`src/shared/data_move_consts.vh`:
```
// Constants for the data-move execution block
`ifndef DATA_MOVE_CONSTS_VH
`define DATA_MOVE_CONSTS_VH

// ----------------------------------------------------------------------
// Operation codes presented on i_op
// ----------------------------------------------------------------------
`define OP_W               3
`define OP_NONE            3'h0
`define OP_REG_MOVE        3'h1
`define OP_IND_LOAD        3'h2
`define OP_BANK_LIT        3'h3
`define OP_LATCH_LIT       3'h4
`define OP_ACC_LIT         3'h5
`define OP_ACC_STORE       3'h6

// ----------------------------------------------------------------------
// Pointer update codes
// ----------------------------------------------------------------------
`define UPD_PRE_INC        2'h0
`define UPD_PRE_DEC        2'h1
`define UPD_POST_INC       2'h2
`define UPD_POST_DEC       2'h3

// ----------------------------------------------------------------------
// Widths, addresses and reset values
// ----------------------------------------------------------------------
`define PTR_W              16
`define OFS_W              6
`define FADDR_W            7
`define BANK_W             5
`define LATCH_W            7
`define PTR_ONE            16'h0001
`define IND_PORT0_ADDR     7'h00
`define IND_PORT1_ADDR     7'h01
`define RST_ACC            8'h00
`define RST_PTR            16'h0000
`define RST_BANK           5'h00
`define RST_LATCH          7'h00

`endif

```
`src/pointer_step.v`:
```
// Pointer address and update arithmetic for one indirect access
`include "data_move_consts.vh"

module pointer_step #(
    parameter PW = `PTR_W,
    parameter OW = `OFS_W
) (
    input  wire [PW-1:0] i_ptr,
    input  wire          i_use_offset,
    input  wire [1:0]    i_code,
    input  wire [OW-1:0] i_offset,
    output reg  [PW-1:0] o_addr,
    output reg  [PW-1:0] o_next
);
    wire [PW-1:0] inc_v;
    wire [PW-1:0] dec_v;
    wire [PW-1:0] ofs_v;

    // Natural modulo arithmetic gives the wrap at both ends
    assign inc_v = i_ptr + `PTR_ONE;
    assign dec_v = i_ptr - `PTR_ONE;
    assign ofs_v = i_ptr + {{(PW-OW){i_offset[OW-1]}}, i_offset};

    // Address and write-back selection
    always @* begin
        o_addr = i_ptr;
        o_next = i_ptr;
        if (i_use_offset) begin
            o_addr = ofs_v;
        end else begin
            case (i_code)
                `UPD_PRE_INC: begin
                    o_addr = inc_v;
                    o_next = inc_v;
                end
                `UPD_PRE_DEC: begin
                    o_addr = dec_v;
                    o_next = dec_v;
                end
                `UPD_POST_INC: begin
                    o_next = inc_v;
                end
                default: begin
                    o_next = dec_v;
                end
            endcase
        end
    end
endmodule // pointer_step

```
`src/data_move_instruction_exec.v`:
```
// Execution of the data-move instruction group
`include "data_move_consts.vh"

module data_move_instruction_exec #(
    parameter PW = `PTR_W,
    parameter OW = `OFS_W
) (
    input  wire                  i_clk,
    input  wire                  i_sys_rst,
    input  wire                  i_issue,
    input  wire [`OP_W-1:0]      i_op,
    input  wire                  i_dest_self,
    input  wire [`FADDR_W-1:0]   i_faddr,
    input  wire [7:0]            i_literal,
    input  wire                  i_ptr_sel,
    input  wire                  i_use_offset,
    input  wire [1:0]            i_pointer_update_code,
    input  wire [OW-1:0]         i_offset,
    input  wire [7:0]            i_file_rdata,
    input  wire [7:0]            i_mem_rdata,
    input  wire                  i_zero_in,
    output reg  [`FADDR_W-1:0]   o_file_addr,
    output reg                   o_file_we,
    output reg  [7:0]            o_file_wdata,
    output reg  [PW-1:0]         o_mem_addr,
    output reg                   o_mem_we,
    output reg  [7:0]            o_mem_wdata,
    output reg  [7:0]            o_acc,
    output reg                   o_zero,
    output reg  [PW-1:0]         o_ptr0,
    output reg  [PW-1:0]         o_ptr1,
    output reg  [`BANK_W-1:0]    o_bank_select_register,
    output reg  [`LATCH_W-1:0]   o_program_counter_high_latch,
    output reg                   o_done
);
    // ------------------------------------------------------------------
    // Operating contract
    // ------------------------------------------------------------------
    // An operation is taken at the rising edge where i_issue is high and
    // all of its results land on that same edge, so operations may issue
    // back to back with no bubble between them.
    // Limitation: nothing here can stall. The file and the memory must
    // answer within the cycle, for i_faddr and for the address that the
    // caller derives from the pointers; o_mem_addr then reports which
    // memory address was used, so the caller can check its own lookup.
    // Writes leave as one-cycle strobes with address and data beside
    // them. No copy of the file is kept here, so a write followed at once
    // by a read of the same register relies on the file forwarding it.

    // ------------------------------------------------------------------
    // Read path
    // ------------------------------------------------------------------
    // The read data is expected combinationally for i_faddr and for the
    // pointer address that the caller derives; this keeps each operation to one cycle.
    wire [PW-1:0] cur_ptr;
    wire [PW-1:0] ind_addr;
    wire [PW-1:0] ind_next;
    wire          dir_ind0;
    wire          dir_ind1;
    wire          dir_ind;
    wire [PW-1:0] dir_ptr;

    assign cur_ptr  = i_ptr_sel ? o_ptr1 : o_ptr0;
    // Direct operand naming an indirect data port is redirected
    assign dir_ind0 = (i_faddr == `IND_PORT0_ADDR);
    assign dir_ind1 = (i_faddr == `IND_PORT1_ADDR);
    assign dir_ind  = dir_ind0 | dir_ind1;
    assign dir_ptr  = dir_ind1 ? o_ptr1 : o_ptr0;

    // Shared pointer arithmetic
    pointer_step #(
        .PW (PW),
        .OW (OW)
    ) u_step (
        .i_ptr        (cur_ptr),
        .i_use_offset (i_use_offset),
        .i_code       (i_pointer_update_code),
        .i_offset     (i_offset),
        .o_addr       (ind_addr),
        .o_next       (ind_next)
    );

    // Lookup addresses driven combinationally ahead of the result edge
    reg [PW-1:0] rd_addr_c;
    reg          rd_ind_c;
    always @* begin
        rd_ind_c  = 1'b0;
        rd_addr_c = dir_ptr;
        if (i_op == `OP_IND_LOAD) begin
            rd_ind_c  = 1'b1;
            rd_addr_c = ind_addr;
        end else if (dir_ind) begin
            rd_ind_c  = 1'b1;
        end
    end

    wire [7:0] src_val;
    // Caller presents read data for i_faddr (file) or rd_addr_c (memory)
    assign src_val = rd_ind_c ? i_mem_rdata : i_file_rdata;

    // Internal combinational lookup address, registered into o_mem_addr for the caller
    wire [PW-1:0] mem_lookup;
    assign mem_lookup = rd_addr_c;

    // ------------------------------------------------------------------
    // Pointer update strobes
    // ------------------------------------------------------------------
    // Only the indirect load steps a pointer, and only the one that it
    // selects; a direct access through a data port leaves both alone.
    // The strobe is qualified by the issue level, so a stale op code in
    // an idle cycle cannot step a pointer.
    localparam NPTR = 2;

    wire            do_ind;
    wire [NPTR-1:0] ptr_we;

    assign do_ind = i_issue & (i_op == `OP_IND_LOAD);

    // One enable per pointer; the select bit picks the matching index
    genvar g;
    generate
        for (g = 0; g < NPTR; g = g + 1) begin : g_ptr_we
            assign ptr_we[g] = do_ind & (i_ptr_sel ^ (g == 0));
        end
    endgenerate

    // ------------------------------------------------------------------
    // Execute: all state updates land on one edge
    // ------------------------------------------------------------------
    // Flags only change where the operation defines them; the bank,
    // latch and literal paths keep the zero flag as it was.
    // Every output is a flop, so the caller never sees a glitch from
    // the combinational read path; the price is one cycle of latency.
    always @(posedge i_clk) begin
        if (i_sys_rst) begin
            o_acc                        <= `RST_ACC;
            o_zero                       <= 1'b0;
            o_ptr0                       <= `RST_PTR;
            o_ptr1                       <= `RST_PTR;
            o_bank_select_register       <= `RST_BANK;
            o_program_counter_high_latch <= `RST_LATCH;
            o_file_addr                  <= {`FADDR_W{1'b0}};
            o_file_we                    <= 1'b0;
            o_file_wdata                 <= 8'h00;
            o_mem_addr                   <= `RST_PTR;
            o_mem_we                     <= 1'b0;
            o_mem_wdata                  <= 8'h00;
            o_done                       <= 1'b0;
        end else begin
            // Strobes fall back to idle unless an operation raises them
            o_file_we  <= 1'b0;
            o_mem_we   <= 1'b0;
            o_done     <= i_issue;
            o_mem_addr <= mem_lookup;
            // The zero flag lives here; the status input is not used
            o_zero     <= i_zero_in ? o_zero : o_zero;
            // Pointer write-back sits outside the op case, so each
            // pointer has one plainly visible enable
            if (ptr_we[0]) begin
                o_ptr0 <= ind_next;
            end
            if (ptr_we[1]) begin
                o_ptr1 <= ind_next;
            end

            if (i_issue) begin
                case (i_op)
                    // Copy to the accumulator or back to the same register
                    `OP_REG_MOVE: begin
                        o_zero <= (src_val == 8'h00);
                        if (i_dest_self) begin
                            if (dir_ind) begin
                                o_mem_addr  <= dir_ptr;
                                o_mem_wdata <= src_val;
                                o_mem_we    <= 1'b1;
                            end else begin
                                o_file_addr  <= i_faddr;
                                o_file_wdata <= src_val;
                                o_file_we    <= 1'b1;
                            end
                        end else begin
                            o_acc <= src_val;
                        end
                    end
                    // Load through a pointer; its step is taken above
                    `OP_IND_LOAD: begin
                        o_acc  <= src_val;
                        o_zero <= (src_val == 8'h00);
                    end
                    // Five-bit literal, flags untouched
                    `OP_BANK_LIT: begin
                        o_bank_select_register <= i_literal[`BANK_W-1:0];
                    end
                    // Seven-bit literal, flags untouched
                    `OP_LATCH_LIT: begin
                        o_program_counter_high_latch <= i_literal[`LATCH_W-1:0];
                    end
                    // Eight-bit literal, flags untouched
                    `OP_ACC_LIT: begin
                        o_acc <= i_literal;
                    end
                    // Accumulator out to a register or through a data port
                    `OP_ACC_STORE: begin
                        if (dir_ind) begin
                            o_mem_addr  <= dir_ptr;
                            o_mem_wdata <= o_acc;
                            o_mem_we    <= 1'b1;
                        end else begin
                            o_file_addr  <= i_faddr;
                            o_file_wdata <= o_acc;
                            o_file_we    <= 1'b1;
                        end
                    end
                    // Unused codes do nothing beyond the done pulse
                    default: begin
                        o_done <= i_issue;
                    end
                endcase
            end
        end
    end
endmodule // data_move_instruction_exec

```
`config.mk`:
```
export PLATFORM = sky130hd
export DESIGN_NAME = data_move_instruction_exec
export DESIGN_NICKNAME = d
export VERILOG_FILES = /design/src/pointer_step.v /design/src/data_move_instruction_exec.v
export VERILOG_INCLUDE_DIRS = /design/src /design/src/shared
export SDC_FILE = /design/constraint.sdc
export NUM_CORES = 1
export LEC_CHECK = 0
export BUFFER_PORTS_ARGS = -buffer_cell sky130_fd_sc_hd__buf_2
export CAP_MARGIN = 0
export CORE_AREA = 2 2 112 114
export CTS_CLUSTER_SIZE = 20
export DETAILED_ROUTE_END_ITERATION = 8
export DIE_AREA = 0 0 114 116
export PLACE_DENSITY = 0.8
export SYNTH_ARGS = -nofsm -noshare
export SYNTH_HDL_FRONTEND = slang
export SYNTH_SLANG_ARGS = --single-unit
```
`constraint.sdc`:
```
create_clock -name i_clk -period 2.8 [get_ports i_clk]
set_clock_uncertainty 0.1 [all_clocks]
set_input_delay 0.28 -clock i_clk [delete_from_list [all_inputs] [get_ports i_clk]]
set_output_delay 0.28 -clock i_clk [all_outputs]
set_load 0.05 [all_outputs]
```
==> Word-level counts from Yosys, hierarchy flattened <==
Index checks and enable logic that the tools add are counted.
{ "classes": {"addsub": 3, "mul": 0, "div": 0, "n_lt_le_gt_ge": 0, "eq_ne": 15, "shift": 0, "mux": 33, "bitwise_logic": 6, "reduce_logical": 15} }
{ "ops": {"columns": ["op", "n"], "rows": [
  ["16-bit 2-to-1 mux", 9],
  ["8-bit 2-to-1 mux", 8],
  ["16-bit one-hot mux with 2 select lines", 2],
  ["8-bit one-hot mux with 2 select lines", 2],
  ["8-bit one-hot mux with 3 select lines", 1],
  ["16-bit by 1-bit adder with 16-bit output (second input constant)", 1],
  ["16-bit adder", 1],
  ["16-bit by 1-bit subtractor with 16-bit output (second input constant)", 1],
  ["7-bit 2-to-1 mux", 2],
  ["7-bit one-hot mux with 2 select lines", 1],
  ["2-bit inequality test (second input constant)", 6],
  ["5-bit AND reduction", 2],
  ["3-bit == test (second input constant)", 3],
  ["8-bit zero test", 1],
  ["7-bit by 1-bit == test with 1-bit output (second input constant)", 1],
  ["7-bit zero test", 1],
  ["3-bit by 2-bit == test with 1-bit output (second input constant)", 2],
  ["1-bit 2-to-1 mux", 6],
  ["2-bit AND reduction", 3],
  ["3-bit AND reduction", 2],
  ["2-bit OR reduction", 3],
  ["1-bit one-hot mux with 2 select lines", 2],
  ["1-bit AND", 3],
  ["3-bit by 1-bit == test with 1-bit output (second input constant)", 1],
  ["7 further kinds", 8]
]} }
{ "totals": {"reg_bits": 95, "latchBits": 0, "ram_bits": 0, "rom_bits": 0, "out_inout_bits": 95, "elab_cells": 85, "n_memories": 0} }

==> Longest topological paths before layout <==
Gate-level depths: netlist of the first run.
{ "logic_depth": {"word_depth": 9, "ltp_mapped": 13, "depth_no_buf": 11} }

==> Hierarchy <==
Synthesis of the first run repeated with hierarchy kept, for this count alone.
{ "hier_totals": {"hier_cells": 720, "hier_area_um2": 5938.2} }
{ "by_module_without_submodules": {"columns": ["mod", "n_inst", "cells_each", "area_each_um2"], "rows": [
  ["data_move_instruction_exec", 1, 461, 4221.5],
  ["pointer_step", 1, 259, 1716.6]
]} }

==> Worst setup path before layout of the first run <==
Ideal clock, no wire load.
{ "synth_timing": {"kind": "register to register", "start": "register o_ptr0[4]", "end": "register o_mem_addr[12]", "arrival_time_ns": 2.792, "required_time_ns": 2.581, "setup_slack_ns": -0.211, "stages_incl_launch_ff": 11, "n_path_buf": 0, "synth_period_minus_slack_ns": 3.011, "cell_sequence": "dfxtp_1 -> mux2i_1 -> inv_1 -> ha_1 -> a2111oi_0 -> o21ai_0 -> a21oi_1 -> a21o_1 -> nor2b_1 -> xnor2_1 -> o221a_2"} }
{ "synth_between": {"elab_chain_cells": 9} }
{ "synth_lines": {"columns": ["element", "line", "rtl"], "rows": [
  ["start: declaration", "data_move_instruction_exec.v:30", "output reg [PW-1:0] o_ptr0,"],
  ["start signal: assignment", "data_move_instruction_exec.v:138", "o_ptr0 <= `RST_PTR;"],
  ["start signal: assignment", "data_move_instruction_exec.v:160", "o_ptr0 <= ind_next;"],
  ["16-bit 2-to-1 mux (*)", "data_move_instruction_exec.v:63", "assign cur_ptr = i_ptr_sel ? o_ptr1 : o_ptr0;"],
  ["16-bit by 1-bit subtractor with 16-bit output (no source line) / 16-bit by 1-bit adder with 16-bit output (equally long branches)", null, null],
  ["16-bit one-hot mux with 2 select lines", "pointer_step.v:31", "case (i_code)"],
  ["16-bit 2-to-1 mux (*)", "pointer_step.v:28", "if (i_use_offset) begin"],
  ["16-bit 2-to-1 mux (*)", "data_move_instruction_exec.v:89", "if (i_op == `OP_IND_LOAD) begin"],
  ["16-bit 2-to-1 mux", "data_move_instruction_exec.v:172, data_move_instruction_exec.v:204", null],
  ["16-bit 2-to-1 mux", "data_move_instruction_exec.v:171", "if (i_dest_self) begin"],
  ["16-bit one-hot mux with 2 select lines", "data_move_instruction_exec.v:167", "case (i_op)"],
  ["16-bit 2-to-1 mux (*)", "data_move_instruction_exec.v:166", "if (i_issue) begin"],
  ["end signal: assignment", "data_move_instruction_exec.v:154", "o_mem_addr <= mem_lookup;"],
  ["end signal: assignment", "data_move_instruction_exec.v:173", "o_mem_addr <= dir_ptr;"],
  ["end signal: assignment", "data_move_instruction_exec.v:205", "o_mem_addr <= dir_ptr;"],
  ["end: declaration", "data_move_instruction_exec.v:25", "output reg [PW-1:0] o_mem_addr,"]
]} }
Mark *: on every way between the ends. The rest lies on a longest branch, timed or not.
A chain may end at the register's enable or synchronous reset.

==> Worst setup path in the final report of the first run <==
{ "layout_timing": {"start": "register o_ptr0[4]", "end": "register o_mem_addr[15]"} }
The elaborated chain is that of the path after synthesis.

==> flow_summary.ini, run 1 <==
[cts]
cts_max_level = 3
cts_tree = built
cts_sinks = 95
clk_pin_slew_ps = 80
clock_latency_ps = 360
ctsHoldBuffers = 0
cts_max_path_buffers = 2
numCtsBuffers = 9
cts_root_buffer = clkbuf_16

[run_status]
outcome = completed

[worst_setup_path]
required_ps = 2910
worstSetupPathType = register to register
critPathArrivalTime_ps = 2730
critPathMaxFanout = 5
end_kind = register
crit_path_start_kind = register
reg2reg_slack_ps = 180

[timing]
maxSlewViolCount = 0
tightestPinTransition_ps = 1030
slew-limit-headroom = 0.307
hold_viol_final = 0
setup_violations = 0
fin_crit_ps = 2620
fmax_mhz = 382
fin_tns_setup_ps = 0
post-route-period-util = 0.934
timing.final.ws_setup_ps = 185
rsz0062_at_grt = false

[layout]
fin_nets = 981
syn_to_final_growth_pct = 26.5
drive_above_1_share = 0.277
diodes = 0
fin_area_mm2 = 0.00734

[placed_design]
place_ws_ps = -197
gp_congestion = 0.987
dp_hpwl_um = 13300
placed_cell_area_mm2 = 0.00704
portBuffers = 142

[route]
drc_errors = 0
wire_per_inst_um = 16.7
dr.pass1.iters = 7
num_vias = 6085
drt_iter0_drc = 454
finalWirelength_um = 17800
antenna_left = 0
viasPerCell = 5.71

[floorplanning]
die_area_mm2 = 0.0132
fp.dieH_um = 116
ios = 144
rows = 40
core_mm2 = 0.0119
start_util = 0.487
die_x_um = 114

[pwr]
switching_power_mw = 0.967
power_density_mw_per_mm2 = 429
irDropWorstVdd_v = 0.000299
p_leak_nw = 3.50
power_frac_seq = 0.442
p_clk_frac = 0.390
swShare = 0.307
comb_power_share = 0.168
power.internal_mw = 2.18
finalPower_mw = 3.15

[synthesis]
synth_warnings = 0
ys_seq_area_frac = 0.328
synth.distinct_cells = 63
synth_top_area_frac = 0.328
syn_area_mm2 = 0.00580
synth_top_flop_cell = dfxtp_1
synth-edff-count = 0
synth_most_common_cell = a21oi_1
synth_nets = 802
avgSynthCellArea_um2 = 7.89
synthArstFlopShare = 0
synth-seq-cells = 95
syn_inst = 735
synth_commonest_cells = a21oi_1, nand2_1, dfxtp_1, nor2_1, mux2i_1
yosysTopAreaCell = dfxtp_1
synthTopCellsByArea = dfxtp_1, a21oi_1, mux2i_1

[global_routing]
grt_max_degree = 50
grt_pass1_wl_um = 27800
grt_antenna_before_repair = 0
grt_pass1_vias = 5652
gr-total-overflow = 0
track_usage = 0.264

[hold_path]
hold_path_class = input pin to register

[job]
max_cap_viol_count = 0
## kinds of logic after synthesis
family          Yosys count  share of synthesized area
xor+xnor                 45                     0.0679
flops                    95                      0.328
simple gates            257                      0.202
mux                      57                     0.0998
buf+inv                  58                     0.0444
compound gates          205                      0.218
fa+ha+maj                18                     0.0401
## through the flow
step,std cells,hold slack (ps),util
after floorplan,735,308,-
after global placement,1049,339,0.591
after detailed placement,1049,343,0.591
after CTS,1065,63.7,0.615
after global routing,1066,80.8,0.616
final,1066,72.3,0.616
## layout make-up
class,count,area (um^2)
well taps,147,184
multi-input cells,582,3660
flip-flops and latches,95,1910
clock inverters,7,63.8
inverters,15,56.3
repair buffers,211,1240
clock buffers,9,225
fillers,1066,4570
## metal layers
layer  vias to the layer above  GRT usage  wire, um
met3                        40     0.0570      1310
met2                       265      0.427      8430
met1                      2821      0.350      7650
met5                         -          0         0
li1                       2959          -         -
met4                         0     0.0927       445
## what timing repair did
action                     4_1_cts  5_1_grt
hold endpoints to repair         0        0
setup buffers                    0        1
setup endpoints to repair        0        3
resized for setup                0        2
## critical path, cell delays in order, from the launching register on
cell and delay (ps):
dfxtp_2 330, mux2i_1 180, inv_1 100, ha_1 360
a2111oi_2 360, o21ai_1 180, a31oi_1 280, a21oi_1 140
a31oi_1 220, xnor2_1 140, a31oi_1 90
## registers in the layout, summed over array words and instances, names as in the netlist, 5 cells and up
signal	flops
o_ptr0	16
o_mem_wdata	8
o_file_addr	7
o_bank_select_register	5
o_acc	8
o_program_counter_high_latch	7
o_mem_addr	16
o_file_wdata	8
o_ptr1	16
## power by group through the flow
stage | logic [mW] | registers (mW) | clock network [mW]
5_1_grt | 0.571 | 1.39 | 1.30
3_3_place_gp | 0.515 | 1.42 | 0
4_1_cts | 0.524 | 1.39 | 1.25
3_5_place_dp | 0.521 | 1.42 | 0
2_1_floorplan | 0.268 | 1.52 | 0
6_report | 0.529 | 1.39 | 1.23
## cells in the final DEF (no fill, tap or decap), types with 4 or more instances in the layout
master | netlist | routed
and2_1 | 4 | 4
ha_1 | 17 | 17
buf_2 | 5 | 142
xnor2_1 | 35 | 35
nor2_1 | 78 | 78
nor2b_1 | 5 | 5
nand3b_1 | 5 | 5
o31ai_1 | 4 | 4
a31oi_1 | 4 | 4
or2_2 | 4 | 4
clkbuf_16 | 0 | 9
o21ai_0 | 22 | 21
a21oi_1 | 109 | 108
o211ai_1 | 5 | 5
nor3_1 | 9 | 9
a211oi_1 | 18 | 18
nand4_1 | 10 | 10
mux2i_1 | 52 | 51
dfxtp_1 | 95 | 91
nand2_1 | 104 | 104
a21o_1 | 9 | 9
mux2_2 | 4 | 4
buf_4 | 3 | 68
inv_1 | 15 | 15
o21a_1 | 5 | 5
xor2_1 | 10 | 10
dfxtp_2 | 0 | 4
nand3_1 | 15 | 15
## path summary, 6_finish.rpt
| kind | start | end | depth (start not counted) |
|---|---|---|---|
| worst max-delay path | o_ptr0[4]$_SDFFE_PP0P_ | o_mem_addr[15]$_SDFF_PP0_ | 10 |
| worst min-delay path | i_faddr[4] | o_file_addr[4]$_SDFFE_PP0P_ | 3 |
| worst max register to register | o_ptr0[4]$_SDFFE_PP0P_ | o_mem_addr[15]$_SDFF_PP0_ | 10 |
| worst min register to register | o_mem_wdata[2]$_SDFFE_PP0P_ | o_mem_wdata[2]$_SDFFE_PP0P_ | 2 |
(Power assumes the default switching activity.)
==> inputs of run 2 (changes only) <==
- RECOVER_POWER: unset -> 100
==> run 2 against run 1 <==
  * Register-to-register slack hardly changed
  * Hold slack better by 0.56 ps
  * Clock power hardly changed
  * Combinational power is 2% lower
  * Routed wire length is 0.26% higher
  * Die area stayed put
  * First-iteration DRC count is 14% higher
  * Via count hardly changed
  * Flip-flop and latch count stayed put
  * Critical path type is now input pin to register
  * Highest routed layer unchanged
==> flow_summary.ini, run 2 (synthesized netlist as in run 1, its figures left out) <==
[cts]
cts_max_level = 3
clock_latency_ps = 360
cts_root_buffer = clkbuf_16
cts_tree = built
cts_max_path_buffers = 2
numCtsBuffers = 9
cts_sinks = 95
clk_pin_slew_ps = 80

[global_routing]
grt_pass1_wl_um = 27800
gr-total-overflow = 0
grt_antenna_before_repair = 0
grt_pass1_vias = 5652
track_usage = 0.264
grt_max_degree = 50

[worst_setup_path]
critPathArrivalTime_ps = 2750
worstSetupPathType = input pin to register
required_ps = 2900
end_kind = register
worst_path_most_repeated_cell = a31oi_1
critPathMaxFanout = 11
crit_path_start_kind = input pin
crit_path_top_delay_cell = ha_1
cp_slowest_stage_delay_ps = 310
reg2reg_slack_ps = 170
path_cells = buf_2 -> clkbuf_1 -> mux2i_2 -> inv_1 -> ha_1 -> a211oi_1 -> o21ai_1 -> a31oi_1 -> a21oi_1 -> a31oi_1 -> xnor2_1 -> a31oi_1

[run_status]
outcome = completed

[timing]
slew-limit-headroom = 0.0609
fin_tns_setup_ps = 0
setup_violations = 0
post-route-period-util = 0.945
rsz0062_at_grt = false
fin_crit_ps = 2650
maxSlewViolCount = 0
fmax_mhz = 378
tightestPinTransition_ps = 1410
hold_viol_final = 0

[floorplanning]
rows = 40
start_util = 0.487
die_area_mm2 = 0.0132
fp.dieH_um = 116
ios = 144
die_x_um = 114
core_mm2 = 0.0119

[route]
dr.pass1.iters = 6
viasPerCell = 5.71
finalWirelength_um = 17900
drc_errors = 0
drt_iter0_drc = 519
antenna_left = 0
wire_per_inst_um = 16.8
num_vias = 6090

[job]
max_cap_viol_count = 0

[placed_design]
placed_cell_area_mm2 = 0.00704
portBuffers = 142
gp_congestion = 0.987
dp_hpwl_um = 13300

[layout]
diodes = 0
drive_above_1_share = 0.161
multi_input_area_mm2 = 0.00365
syn_to_final_growth_pct = 23.6
mostFrequentLayoutCell = a21oi_1
fin_area_mm2 = 0.00717
final_util = 0.602
fillers = 1121
reg_top3 = o_mem_addr (16), o_ptr0 (16), o_ptr1 (16)
seq_area_mm2 = 0.00191
final_cell_mix = a21oi_1, nand2_1, clkbuf_1, dfxtp_1, nor2_1
fin_nets = 981

[pwr]
p_leak_nw = 3.05
irDropWorstVdd_v = 0.000302
finalPower_mw = 3.13
power_density_mw_per_mm2 = 437

[hold_path]
hold_path_class = input pin to register
run 2: worst paths after layout:
kind,start,endpoint,cells after the start
setup / recovery,i_ptr_sel,o_mem_addr[15]$_SDFF_PP0_,12
hold / removal,i_faddr[4],o_file_addr[4]$_SDFFE_PP0P_,3
setup reg to reg,o_ptr0[4]$_SDFFE_PP0P_,o_mem_addr[15]$_SDFF_PP0_,10
hold reg to reg,o_file_addr[4]$_SDFFE_PP0P_,o_file_addr[4]$_SDFFE_PP0P_,2
run 2: power by group:
group,internal [mW],switching [mW],leakage [nW],total [mW]
clock network,0.622,0.604,0.136,1.23
logic,0.171,0.345,2.15,0.516
registers,1.38,0.0161,0.771,1.39
run 2: what timing repair did:
action | 4_1_cts | 5_1_grt
hold buffers | 0 | 0
setup endpoints to repair | 0 | 3
resized for setup | 0 | 2
buffers inserted | 0 | 1
run 2: final cells by class:
type,count,area share
clock buffers,9,0.0314
clock inverters,7,0.00890
inverters,15,0.00785
repair buffers,211,0.151
multi-input cells,582,0.509
well taps,147,0.0256
flip-flops and latches,95,0.266
run 2: routing by layer:
metal	track usage	part of all wire	vias up
li1	-	-	2960
met1	0.350	0.44	2872
met2	0.427	0.47	232
met3	0.0570	0.067	26
met4	0.0927	0.021	0
met5	0	0	-
run 2: worst max-delay path: cells and delay by family:
family,cells,cell delay [ps]
compound gates,6,1180
buf+inv,3,590
fa+ha+maj,1,310
mux,1,250
xor+xnor,1,140
run 2: through the flow:
stage	setup slack [ps]	instances	hold slack [ps]
final	153	1066	72.9
after global routing	11.3	1066	80.8
after floorplan	9.07	735	308
after detailed placement	-197	1049	343
after global placement	-122	1049	339
after CTS	138	1065	63.7
